===== src/verilog/tcc_pkg.sv =====
/*
 * Constants, field layouts and carrier types of the timer
 * clock, clear and I/O control block.
 * Assumes a 32-bit AHB-Lite register bus, word access only.
 */
package tcc_pkg;

    // ----------------------------------------------------------
    // Sizes
    // ----------------------------------------------------------
    localparam int NCH = 2;
    localparam int NGR = 4;
    localparam int CW  = 16;

    // ----------------------------------------------------------
    // Carrier of the counter control register
    // ----------------------------------------------------------
    typedef struct packed {
        logic [2:0] clr;
        logic [1:0] edge_sel;
        logic [2:0] psc;
    } tcc_tcr_t;

    // Clear select codes
    localparam logic [2:0] CLR_A       = 3'h1;
    localparam logic [2:0] CLR_B       = 3'h2;
    localparam logic [2:0] CLR_C       = 3'h5;
    localparam logic [2:0] CLR_D       = 3'h6;
    localparam logic [1:0] CLR_SYNC_LO = 2'h3;

    // External edge codes
    localparam logic [1:0] EDGE_RISE = 2'h0;
    localparam logic [1:0] EDGE_FALL = 2'h1;
    localparam int         BOTH_BIT  = 1;

    // Prescaler codes
    localparam logic [2:0] PSC_DIV1 = 3'h0;
    localparam logic [2:0] PSC_DIV2 = 3'h1;
    localparam logic [2:0] PSC_DIV4 = 3'h2;
    localparam int         EXT_BIT  = 2;

    // I/O field codes and layout
    localparam int         ROLE_BIT = 2;
    localparam logic [2:0] IO_NONE  = 3'h0;
    localparam logic [2:0] IO_LOW   = 3'h1;
    localparam logic [2:0] IO_HIGH  = 3'h2;
    localparam logic [2:0] IC_RISE  = 3'h4;
    localparam logic [2:0] IC_FALL  = 3'h5;
    localparam int         IO_LO    = 0;
    localparam int         IO_HI    = 4;
    localparam logic [7:0] IO_RSV   = 8'h88;

    // ----------------------------------------------------------
    // Register map, byte addresses
    // ----------------------------------------------------------
    localparam logic [5:0] OFS_TCR  = 6'h00;
    localparam logic [5:0] OFS_IOAB = 6'h04;
    localparam logic [5:0] OFS_IOCD = 6'h08;
    localparam logic [5:0] OFS_CNT  = 6'h0C;
    localparam logic [5:0] OFS_GR   = 6'h10;
    localparam logic [7:0] OFS_MODE = 8'h80;
    localparam int         CH_BIT   = 6;
    localparam int         GLB_BIT  = 7;
    localparam int         SYNC_BIT = 0;
    localparam int         PWM_LSB  = 4;
    localparam logic [1:0] PWM_OFF  = 2'h0;
    localparam logic [1:0] PWM_COMP = 2'h3;

    // Reset values and the up/down count limit
    localparam logic [CW-1:0] GR_RST  = 16'hFFFF;
    localparam logic [CW-1:0] CNT_MAX = 16'hFFFF;
    localparam logic [7:0]    TCR_RST = 8'h00;

endpackage


===== src/verilog/tcc_timer_ctrl.sv =====
/*
 * Two-channel 16-bit timer: count clock choice, counter clear
 * choice, compare/capture role and pin action of registers A-D.
 * Assumes an AHB-Lite master on CLK and asynchronous pins.
 */
// Notes on behaviour
// - Clear codes 000 and 100 never clear
// - Code 001 clears on A, 010 on B
// - Code 101 clears on C, 110 on D
// - Codes x11 follow other channel's clear
// - Clear event: match or capture per role
// - External edge: rise, fall or both
// - Internal rate full, half, quarter, eighth
// - Prescaler 1xx counts channel 0 pin A
// - Each channel has its own control register
// - PWM modes ignore the I/O fields
// - Compare: none, drive 0, 1 or toggle
// - Capture on rise, fall or both edges
// - Top field bit picks capture role
// - First register A/B, second C/D
// - Two I/O control registers per channel
// - Bits 7 and 3 read one, ignore writes
// - Clear loads the counter with zero
// - Count up only, except complementary PWM
module tcc_timer_ctrl
    import tcc_pkg::*;
(
    input  wire logic        CLK,       // System clock
    input  wire logic        RESET,     // Async reset
    input  wire logic        HSEL,      // Slave select
    input  wire logic [7:0]  HADDR,     // Byte address
    input  wire logic [1:0]  HTRANS,    // Transfer type
    input  wire logic        HWRITE,    // Write
    input  wire logic [2:0]  HSIZE,     // Word only
    input  wire logic [31:0] HWDATA,    // Write data
    input  wire logic        HREADY,    // Bus ready
    output logic      [31:0] HRDATA,    // Read data
    output logic             HREADYOUT, // Slave ready
    output logic             HRESP,     // Always OKAY
    input  wire logic [7:0]  PIN_IN,    // Pins, ch*4+reg
    output logic      [7:0]  PIN_OUT,   // Pin levels
    output logic      [7:0]  PIN_OE     // Pin drives
);

    // ----------------------------------------------------------
    // State
    // ----------------------------------------------------------
    tcc_tcr_t      tcr_reg [NCH];
    tcc_tcr_t      tcr_next[NCH];
    logic [7:0]    io_reg  [NCH][2];
    logic [7:0]    io_next [NCH][2];
    logic [CW-1:0] cnt_reg [NCH];
    logic [CW-1:0] cnt_next[NCH];
    logic [CW-1:0] gr_reg  [NCH][NGR];
    logic [CW-1:0] gr_next [NCH][NGR];
    logic [NCH-1:0] dir_reg, dir_next;
    logic [7:0]    mode_reg, mode_next;
    logic [2:0]    pre_reg, pre_next;
    logic [7:0]    pout_reg, pout_next;
    logic [7:0]    poe_reg, poe_next;
    logic [7:0]    s1_reg, s2_reg, s3_reg;
    logic          wp_reg, wp_next;
    logic          rp_reg, rp_next;
    logic [7:0]    ad_reg, ad_next;
    logic [31:0]   rd_reg, rd_next;
    logic          rdy_reg, rdy_next;

    // Events, combinational
    logic [NCH-1:0] tick, own_clr, clr_evt;
    logic [NGR-1:0] ev   [NCH];
    logic [NGR-1:0] match[NCH];
    logic [NGR-1:0] capt [NCH];
    logic [7:0]     rise, fall;

    // ----------------------------------------------------------
    // Pin synchronisers
    // ----------------------------------------------------------
    // Third stage is the previous sample for edge detection
    always_ff @(posedge CLK or posedge RESET) begin
        if (RESET) begin
            s1_reg <= 8'h00;
            s2_reg <= 8'h00;
            s3_reg <= 8'h00;
        end else begin
            s1_reg <= PIN_IN;
            s2_reg <= s1_reg;
            s3_reg <= s2_reg;
        end
    end
    assign rise = s2_reg & ~s3_reg;
    assign fall = ~s2_reg & s3_reg;

    // ----------------------------------------------------------
    // AHB-Lite slave
    // ----------------------------------------------------------
    // Read data is looked up one cycle after the address phase,
    // so reads take one wait state and always see prior writes.
    function automatic logic [31:0] rd_mux(input logic [7:0] a);
        logic       c;
        logic [5:0] o;
        c = a[CH_BIT];
        o = a[5:0];
        rd_mux = 32'h0000_0000;
        if (a == OFS_MODE) begin
            rd_mux[7:0] = mode_reg;
        end else if (!a[GLB_BIT]) begin
            unique case (o)
                OFS_TCR:  rd_mux[7:0] = tcr_reg[c];
                OFS_IOAB: rd_mux[7:0] = io_reg[c][0];
                OFS_IOCD: rd_mux[7:0] = io_reg[c][1];
                OFS_CNT:  rd_mux[CW-1:0] = cnt_reg[c];
                default: begin
                    if (o[5:4] == OFS_GR[5:4] && o[1:0] == 2'h0) begin
                        rd_mux[CW-1:0] = gr_reg[c][o[3:2]];
                    end
                end
            endcase
        end
    endfunction

    // Address phase capture and read wait state
    always_comb begin
        logic ap;
        ap = HSEL & HTRANS[1] & HREADY;
        wp_next  = ap & HWRITE;
        rp_next  = ap & ~HWRITE;
        ad_next  = ap ? HADDR : ad_reg;
        rdy_next = ~(ap & ~HWRITE);
        rd_next  = rp_reg ? rd_mux(ad_reg) : rd_reg;
    end

    always_ff @(posedge CLK or posedge RESET) begin
        if (RESET) begin
            wp_reg  <= 1'b0;
            rp_reg  <= 1'b0;
            ad_reg  <= 8'h00;
            rdy_reg <= 1'b1;
            rd_reg  <= 32'h0000_0000;
        end else begin
            wp_reg  <= wp_next;
            rp_reg  <= rp_next;
            ad_reg  <= ad_next;
            rdy_reg <= rdy_next;
            rd_reg  <= rd_next;
        end
    end

    assign HRDATA    = rd_reg;
    assign HREADYOUT = rdy_reg;
    assign HRESP     = 1'b0;

    // ----------------------------------------------------------
    // Event decode per channel
    // ----------------------------------------------------------
    always_comb begin
        tick    = '0;
        own_clr = '0;
        clr_evt = '0;
        for (int c = 0; c < NCH; c++) begin
            logic [2:0] io;
            logic       pwm, ext;
            io  = 3'h0;
            pwm = mode_reg[PWM_LSB+2*c +: 2] != PWM_OFF;
            ext = tcr_reg[c].edge_sel[BOTH_BIT] ? rise[0] | fall[0]
                : tcr_reg[c].edge_sel == EDGE_FALL ? fall[0]
                : rise[0];
            if (tcr_reg[c].psc[EXT_BIT]) begin
                tick[c] = ext;
            end else begin
                unique case (tcr_reg[c].psc)
                    PSC_DIV1: tick[c] = 1'b1;
                    PSC_DIV2: tick[c] = pre_reg[0];
                    PSC_DIV4: tick[c] = &pre_reg[1:0];
                    default:  tick[c] = &pre_reg;
                endcase
            end
            for (int g = 0; g < NGR; g++) begin
                // Field g: A/B in first register, C/D in second
                io = io_reg[c][g/2][(g%2)*IO_HI +: 3];
                match[c][g] = tick[c] && cnt_reg[c] == gr_reg[c][g]
                            && (pwm || !io[ROLE_BIT]);
                capt[c][g] = !pwm && io[ROLE_BIT]
                           && (io[1] ? rise[4*c+g] | fall[4*c+g]
                               : io == IC_FALL ? fall[4*c+g]
                               : rise[4*c+g]);
                ev[c][g] = match[c][g] | capt[c][g];
            end
            unique case (tcr_reg[c].clr)
                CLR_A:   own_clr[c] = ev[c][0];
                CLR_B:   own_clr[c] = ev[c][1];
                CLR_C:   own_clr[c] = ev[c][2];
                CLR_D:   own_clr[c] = ev[c][3];
                default: own_clr[c] = 1'b0;
            endcase
        end
        // Sync clear follows the partner's own source only, so a
        // channel pair both set to sync cannot loop.
        for (int c = 0; c < NCH; c++) begin
            clr_evt[c] = own_clr[c]
                | (tcr_reg[c].clr[1:0] == CLR_SYNC_LO
                   && mode_reg[SYNC_BIT] && own_clr[1-c]);
        end
    end

    // ----------------------------------------------------------
    // Timer next state
    // ----------------------------------------------------------
    // Software writes are applied last and win over hardware.
    always_comb begin
        logic [5:0] o;
        logic       c;
        logic [2:0] io;
        o         = ad_reg[5:0];
        c         = ad_reg[CH_BIT];
        io        = 3'h0;
        pre_next  = pre_reg + 3'h1;
        mode_next = mode_reg;
        dir_next  = dir_reg;
        pout_next = pout_reg;
        poe_next  = poe_reg;
        tcr_next  = tcr_reg;
        io_next   = io_reg;
        cnt_next  = cnt_reg;
        gr_next   = gr_reg;
        for (int k = 0; k < NCH; k++) begin
            logic pwm;
            pwm = mode_reg[PWM_LSB+2*k +: 2] != PWM_OFF;
            if (clr_evt[k]) begin
                cnt_next[k] = '0;
            end else if (tick[k]) begin
                if (mode_reg[PWM_LSB+2*k +: 2] != PWM_COMP) begin
                    cnt_next[k] = cnt_reg[k] + 16'h0001;
                end else if (dir_reg[k]) begin
                    dir_next[k] = cnt_reg[k] != CNT_MAX;
                    cnt_next[k] = dir_next[k] ? cnt_reg[k] + 16'h0001
                                : cnt_reg[k] - 16'h0001;
                end else begin
                    dir_next[k] = cnt_reg[k] == '0;
                    cnt_next[k] = dir_next[k] ? cnt_reg[k] + 16'h0001
                                : cnt_reg[k] - 16'h0001;
                end
            end
            for (int g = 0; g < NGR; g++) begin
                io = io_reg[k][g/2][(g%2)*IO_HI +: 3];
                if (capt[k][g]) begin
                    gr_next[k][g] = cnt_reg[k];
                end
                poe_next[4*k+g] = !pwm && !io[ROLE_BIT]
                                && io != IO_NONE;
                if (match[k][g] && !pwm && !io[ROLE_BIT]) begin
                    unique case (io[1:0])
                        IO_LOW[1:0]:  pout_next[4*k+g] = 1'b0;
                        IO_HIGH[1:0]: pout_next[4*k+g] = 1'b1;
                        IO_NONE[1:0]: pout_next[4*k+g] = pout_reg[4*k+g];
                        default:      pout_next[4*k+g] = ~pout_reg[4*k+g];
                    endcase
                end
            end
        end
        if (wp_reg && ad_reg == OFS_MODE) begin
            mode_next = HWDATA[7:0];
        end else if (wp_reg && !ad_reg[GLB_BIT]) begin
            unique case (o)
                OFS_TCR:  tcr_next[c] = HWDATA[7:0];
                OFS_IOAB: io_next[c][0] = HWDATA[7:0] | IO_RSV;
                OFS_IOCD: io_next[c][1] = HWDATA[7:0] | IO_RSV;
                OFS_CNT:  cnt_next[c] = HWDATA[CW-1:0];
                default: begin
                    if (o[5:4] == OFS_GR[5:4] && o[1:0] == 2'h0) begin
                        gr_next[c][o[3:2]] = HWDATA[CW-1:0];
                    end
                end
            endcase
        end
    end

    always_ff @(posedge CLK or posedge RESET) begin
        if (RESET) begin
            pre_reg  <= 3'h0;
            mode_reg <= 8'h00;
            dir_reg  <= '1;
            pout_reg <= 8'h00;
            poe_reg  <= 8'h00;
            for (int k = 0; k < NCH; k++) begin
                tcr_reg[k]    <= TCR_RST;
                io_reg[k][0]  <= IO_RSV;
                io_reg[k][1]  <= IO_RSV;
                cnt_reg[k]    <= '0;
                for (int g = 0; g < NGR; g++) begin
                    gr_reg[k][g] <= GR_RST;
                end
            end
        end else begin
            pre_reg  <= pre_next;
            mode_reg <= mode_next;
            dir_reg  <= dir_next;
            pout_reg <= pout_next;
            poe_reg  <= poe_next;
            tcr_reg  <= tcr_next;
            io_reg   <= io_next;
            cnt_reg  <= cnt_next;
            gr_reg   <= gr_next;
        end
    end

    assign PIN_OUT = pout_reg;
    assign PIN_OE  = poe_reg;
endmodule


===== config.mk =====
export PLATFORM = sky130hd
export DESIGN_NAME = tcc_timer_ctrl
export DESIGN_NICKNAME = d
export VERILOG_FILES = /design/src/verilog/tcc_pkg.sv /design/src/verilog/tcc_timer_ctrl.sv
export SDC_FILE = /design/constraint.sdc
export NUM_CORES = 1
export LEC_CHECK = 0
export BUFFER_PORTS_ARGS = -buffer_cell sky130_fd_sc_hd__buf_2
export CORE_MARGIN = 8
export CORE_UTILIZATION = 35
export DETAILED_ROUTE_END_ITERATION = 7
export GPL_TIMING_DRIVEN = 0
export PLACE_DENSITY = 0.59
export SYNTH_ARGS = -nofsm -noshare
export SYNTH_HDL_FRONTEND = slang
export SYNTH_SLANG_ARGS = --single-unit

===== constraint.sdc =====
create_clock -name CLK -period 7.3 [get_ports CLK]
set_input_delay 0 -clock CLK [delete_from_list [all_inputs] [get_ports CLK]]
set_output_delay 0 -clock CLK [all_outputs]
set_load 0.02 [all_outputs]

==> results of run 1 <==
critical path, stage by stage (launching register included):
cell      delay (ns)
dfrtp_1         0.34
clkbuf_1        0.60
xnor2_1         0.19
nand4_1         0.11
nor4_1          0.83
a31oi_1         0.18
a22oi_1         0.68
and4_1          0.31
nor3_2          0.10
buf_4           0.23
a22o_1          0.19
metal layers:
layer | share of wire [%] | vias to the layer above | track usage (%)
met5 | 0 | - | 0
met4 | 4.0 | 0 | 8.60
met3 | 5.9 | 137 | 2.84
met2 | 48 | 528 | 34.3
met1 | 42 | 7274 | 25.6
li1 | - | 6480 | -
per-stage QoR:
| step | cell area, um^2 | utilization [%] | worst slack [ns] | hold WS, ns |
|---|---|---|---|---|
| after CTS | 20400 | 40.8 | 3.54 | 0.0139 |
| after global placement | 18800 | 37.6 | 1.76 | 0.111 |
| final | 20400 | 40.8 | 3.40 | 0.0168 |
| after floorplan | 17700 | - | 3.65 | 0.0314 |
| after global routing | 20400 | 40.8 | 3.40 | 0.0408 |
| after detailed placement | 19000 | 38.0 | 3.54 | 0.0386 |
cells by family (layout without fill, tap and decap cells):
family,after synthesis,in the layout,synth area share (%)
buf+inv,224,383,5.79
compound gates,334,334,11.9
simple gates,470,470,13.3
mux,234,234,16.4
other cells,1,17,0.0213
fa+ha+maj,47,47,3.34
xor+xnor,160,160,7.96
flops,284,284,41.3
area by class of cell:
class / instances / area [um^2] / area share, %
Tap cell: 672 / 841 / 4.13
Multi-Input combinational cell: 1262 / 9380 / 46.1
Sequential cell: 284 / 7280 / 35.7
Buffer: 171 / 821 / 4.03
Clock inverter: 16 / 116 / 0.571
Timing Repair Buffer: 96 / 751 / 3.68
Clock buffer: 47 / 983 / 4.83
Inverter: 53 / 203 / 0.995
where the power goes:
group,leakage [uW],internal (uW),switching [uW]
sequential,0.00326,1910,241
combinational,0.00538,659,909
clock,0.000542,986,714
cell usage in the layout, fill, tap and decap left out, types with 7 or more instances in the layout:
cell	synthesis	routed
clkbuf_16	0	37
mux2i_1	146	146
dfrtp_1	149	149
a21oi_1	175	175
nor4_1	32	31
nand2b_1	18	18
nand3_1	14	14
conb_1	1	17
buf_2	44	102
nand4_1	40	40
nor2_1	190	190
a22o_1	32	32
xor2_1	38	38
mux2_2	48	48
buf_12	0	8
a21boi_0	8	8
clkinv_2	0	11
ha_1	47	47
dfstp_2	135	135
mux4_2	39	39
nor3_1	19	19
buf_4	27	27
a31oi_1	25	25
xnor2_1	122	122
o21ai_0	34	34
dlygate4sd3_1	0	30
buf_1	36	36
nor3b_1	11	11
and3_1	20	20
clkbuf_1	61	69
or3_1	8	8
o22ai_1	7	7
nand2_1	84	84
inv_1	53	52
a22oi_1	13	13
path summary, 6_finish.rpt:
check / end / cells past startpoint
worst max-delay path: cnt_reg[22]$_DFF_PP0_ / 10
worst min-delay path: cnt_reg[0]$_DFF_PP0_ / 3
worst max register to register: cnt_reg[22]$_DFF_PP0_ / 10
worst min register to register: s2_reg[2]$_DFF_PP0_ / 0
max in group asynchronous: gr_reg[108]$_DFF_PP1_ / 6
min in group CLK: gr_reg[95]$_DFF_PP1_ / 3
timing repair:
item	in CTS	in global routing
buffers inserted	0	0
hold buffers	30	0
endpoints found under the hold margin	157	0
==> run_results.csv, run 1 <==
group,metric,value,unit
outcome,status,"finished, final reports clean",
sta,clock.fmax,0.257,GHz
finish,largest_register_ff_count,128,
critical_path,worstReg2RegStart,"cnt_reg[1]$_DFF_PP0_",
yosys,yosys-top-cells-area,"dfrtp_1 (21%), dfstp_2 (20%), mux2i_1 (8.3%)",
sta,worst_pin_slew,1.16,ns
sta,finalHoldViolations,0,
detailed_routing,drtAntennaViolNets,0,
sta,clock_skew,0.0262,ns
critical_path,path_max_fanout,10,
yosys,yosysTopAreaCellShare,21.2,%
power,p_leak,0.00918,uW
yosys,syn-instance-count,1754,
flow_run,maxCapViolations,0,
hold_path,hold_path.class,"input pin to asynchronous set/reset pin",
finish,nets,2008,
global_routing,grt_antenna_before_repair,0,
detailed_routing,drc_errors,0,
yosys,yosys.area.top_type,"dfrtp_1",
die,ios,108,
clock_tree,htreeDepth,2,
detailed_routing,wire_per_inst,22.7,um
detailed_routing,drtPass1Iterations,6,
critical_path,cp-end-kind,"register",
sta,maxSlewHeadroom,21.8,%
die,fp.dieArea,0.0578,mm^2
yosys,synth.most_common_cell,"nor2_1",
critical_path,r2r_slack,3.40,ns
clock_tree,clock_latency,0.55,ns
critical_path,arrival,4.33,ns
finish,diodes,0,
global_routing,grt_pass1_wl,89000,um
yosys,yosysWarnings,0,
finish,drive_gt1_share,23.0,%
yosys,avgSynthCellArea,10.0,um^2
global_routing,grt_pass1_vias,14600,
die,core,0.0500,mm^2
clock_tree,cts_root_buf,"clkbuf_16",
place,dpl.cell_count,2508,
power,power_density,266,mW/mm^2
clock_tree,cts_resized,0,
clock_tree,clock-sinks,284,
sta,fin_crit,3.90,ns
yosys,synth_ff_type,"dfrtp_1",
die,die_w,240,um
yosys,async_flop_share,100,%
yosys,yosysUniqueCellTypes,67,
detailed_routing,num_vias,14400,
sta,slew_violations,0,
place,place.gp.congestion,0.969,
global_routing,grt_max_degree,41,
clock_tree,cts_tree,"yes",
detailed_routing,initialDrtViolationCount,1104,
clock_tree,clkTransAtPathRegs,0.06,ns
finish,finalNonFillerCells,2601,
finish,syn_to_final_growth,15.7,%
die,fp.dieH,240,um
yosys,synth_edf_count,0,
yosys,seq_area_frac_synth,41.3,%
clock_tree,clock_path_buffers,3,
place,dp_hpwl,46000,um
clock_tree,numCtsBuffers,35,
yosys,netlist_area,0.0176,mm^2
detailed_routing,post_drt_via_cell_ratio,5.54,
sta,setup_tns,0,ns
power,power.total,5420,uW
die,rows,82,
power,ir_worst_vdd,0.000154,V
critical_path,critPathLaunchType,"register",
detailed_routing,drt_wl_total,59000,um
global_routing,grt-ovfl-total,0,
yosys,synth-seq-cells,284,
sta,grt_setup_unrepaired,"false",
finish,n_fill_cell,4904,
place,port_buffers,58,
global_routing,grt.total_usage,20.2,%
sta,final-setup-viol-count,0,
critical_path,required,7.73,ns
yosys,synth_common_cells,"nor2_1 (190), a21oi_1 (175), dfrtp_1 (149), mux2i_1 (146), dfstp_2 (135)",
critical_path,cp-startpoint,"cnt_reg[1]$_DFF_PP0_",
sta,final.period_utilization,53.4,%
critical_path,crit_type,"register to register",
die,start_util,35.3,%
No activity file was read; power rests on OpenSTA's default activity.
==> run 2: changes to the inputs <==
--- a/config.mk
+++ b/config.mk
@@ -10,7 +10,7 @@
 export CORE_UTILIZATION = 35
 export DETAILED_ROUTE_END_ITERATION = 7
 export GPL_TIMING_DRIVEN = 0
-export PLACE_DENSITY = 0.59
+export PLACE_DENSITY = 0.57
 export SYNTH_ARGS = -nofsm -noshare
 export SYNTH_HDL_FRONTEND = slang
 export SYNTH_SLANG_ARGS = --single-unit
==> constraint.sdc (replaced) <==
create_clock -name CLK -period 3.6 [get_ports CLK]
set_input_delay 0 -clock CLK [delete_from_list [all_inputs] [get_ports CLK]]
set_output_delay 0 -clock CLK [all_outputs]
set_load 0.02 [all_outputs]
==> run 2 against run 1 <==
Against the previous run:
- sequential cell count unchanged
- sequential share of layout area about the same
- total power up 100%
- sequential power up 100%
- cell area about the same
- worst setup slack worse by 3.3 ns
- core utilization about the same
- global-route usage up 0.14 points
- clock power up 100%
- combinational power up 110%
- clock skew down 0.0061 ns
==> run_results.csv, run 2 (same netlist as run 1, synthesis figures left out) <==
group,metric,value,unit
outcome,status,"finished, final reports clean",
hold_path,hold_path_depth,3,
detailed_routing,drc_errors,0,
critical_path,r2r-end,"cnt_reg[15]$_DFF_PP0_",
critical_path,path_max_fanout,10,
global_routing,grt-ovfl-total,0,
power,power_density,539,mW/mm^2
sta,slew_violations,0,
die,start_util,35.3,%
detailed_routing,post_drt_via_cell_ratio,5.50,
critical_path,cp-end-kind,"register",
sta,final.period_utilization,98.0,%
hold_path,hold_path.class,"input pin to register",
clock_tree,cts_root_buf,"clkbuf_16",
power,power.total,11000,uW
critical_path,crit_type,"register to register",
finish,most-common-layout-cells,"nor2_1 (190), a21oi_1 (175), dfrtp_1 (149)",
clock_tree,clock-sinks,284,
clock_tree,htreeDepth,2,
sta,clock.fmax,0.283,GHz
sta,whs,0.0248,ns
finish,diodes,0,
clock_tree,cts_tree,"yes",
flow_run,maxCapViolations,0,
die,fp.dieArea,0.0578,mm^2
global_routing,grt_antenna_before_repair,1,
die,rows,82,
power,ir_worst_vdd,0.000253,V
detailed_routing,drt_wl_total,59200,um
critical_path,required,4.00,ns
hold_path,min_from,"HTRANS[1]",
detailed_routing,num_vias,14300,
sta,fin_crit,3.53,ns
finish,postLayoutCoreUtil,40.8,%
die,core,0.0500,mm^2
global_routing,grt_pass1_vias,14600,
detailed_routing,drtPass1Iterations,6,
detailed_routing,wire_per_inst,22.8,um
sta,final-setup-viol-count,0,
global_routing,grt.total_usage,20.4,%
die,ios,108,
global_routing,grt_pass1_wl,90000,um
die,die_w,240,um
power,p_leak,0.00916,uW
finish,syn_to_final_growth,15.7,%
detailed_routing,drtAntennaViolNets,0,
critical_path,arrival,3.92,ns
clock_tree,numCtsBuffers,35,
finish,nets,2004,
die,fp.dieH,240,um
sta,finalHoldViolations,0,
finish,largest_register_ff_count,128,
place,port_buffers,58,
global_routing,grt_max_degree,41,
place,place.gp.congestion,0.953,
place,dp_hpwl,46300,um
clock_tree,clock_latency,0.53,ns
sta,worst_pin_slew,1.11,ns
critical_path,reg2reg_depth,10,
detailed_routing,initialDrtViolationCount,1262,
clock_tree,clkTransAtPathRegs,0.06,ns
critical_path,critPathLaunchType,"register",
finish,drive_gt1_share,23.1,%
hold_path,hold_path_end,"wp_reg$_DFF_PP0_",
sta,maxSlewHeadroom,25.3,%
critical_path,worstReg2RegStart,"cnt_reg[27]$_DFF_PP0_",
critical_path,r2r_slack,0.07,ns
sta,clock_skew,0.0201,ns
finish,n_fill_cell,4898,
clock_tree,clock_path_buffers,3,
finish,final_common_cell,"nor2_1",
run 2: routing by layer:
metal	global-route usage, %	wire length (um)	vias to the layer above
met2	34.0	28300	501
li1	-	-	6477
met5	0	0	-
met1	26.5	25200	7167
met3	2.77	3400	139
met4	8.09	2260	0
run 2: how the worst max path moves through the flow:
stage | start | end | slack, ns | cells past startpoint
after floorplan | RESET | HRDATA[0]$_DFFE_PP0P_ | -0.05 | 1
after global placement | RESET | cnt_reg[30]$_DFF_PP0_ | -1.96 | 2
after detailed placement | cnt_reg[1]$_DFF_PP0_ | cnt_reg[27]$_DFF_PP0_ | -0.25 | 10
after CTS | s2_reg[0]$_DFF_PP0_ | cnt_reg[27]$_DFF_PP0_ | 0.07 | 10
after global routing | cnt_reg[19]$_DFF_PP0_ | cnt_reg[15]$_DFF_PP0_ | -0.0005 | 11
final | cnt_reg[27]$_DFF_PP0_ | cnt_reg[15]$_DFF_PP0_ | 0.07 | 10
run 2: repair_timing:
item,in CTS,in global routing
setup buffers,0,0
resized for setup,7,5
endpoints found under the setup margin,28,26
hold endpoints to repair,95,0
hold buffers,27,0
run 2: final cells by class:
class                      count  area [um^2]  share of cell area (%)
clock inverter                 5         31.3                   0.153
multi-input combinational   1262         9440                    46.3
buffer                       171          822                    4.03
sequential                   284         7280                    35.7
clock buffer                  57         1060                    5.21
timing repair buffer          92          701                    3.44
inverter                      53          206                    1.01
tap                          672          841                    4.13
run 2: stage by stage:
step	area [um^2]	worst slack (ns)	TNS, ns	std cells
floorplan	17700	-0.0530	-7.90	1770
global placement	18800	-1.96	-349.63	2500
detailed placement	19000	-0.251	-3.70	2507
CTS	20300	0.0694	0	2596
global route	20400	-0.000489	-0.000489	2596
finish	20400	0.0723	0	2596
run 2: critical path, cell delays in order (launching register included):
cell and delay [ns]:
dfrtp_1 0.36, buf_2 0.17, xor2_1 0.15, nor4_1 0.47, nand4_1 0.35, o41a_1 0.40
a22oi_1 0.52, and4_1 0.41, nor3_2 0.13, buf_2 0.25, a22o_1 0.20
run 2: report_power, final:
part           internal, uW  total (uW)  switching [uW]
combinational          1350        3240            1890
clock                  2010        3400            1390
sequential             3880        4360             483
total                  7230       11000            3760
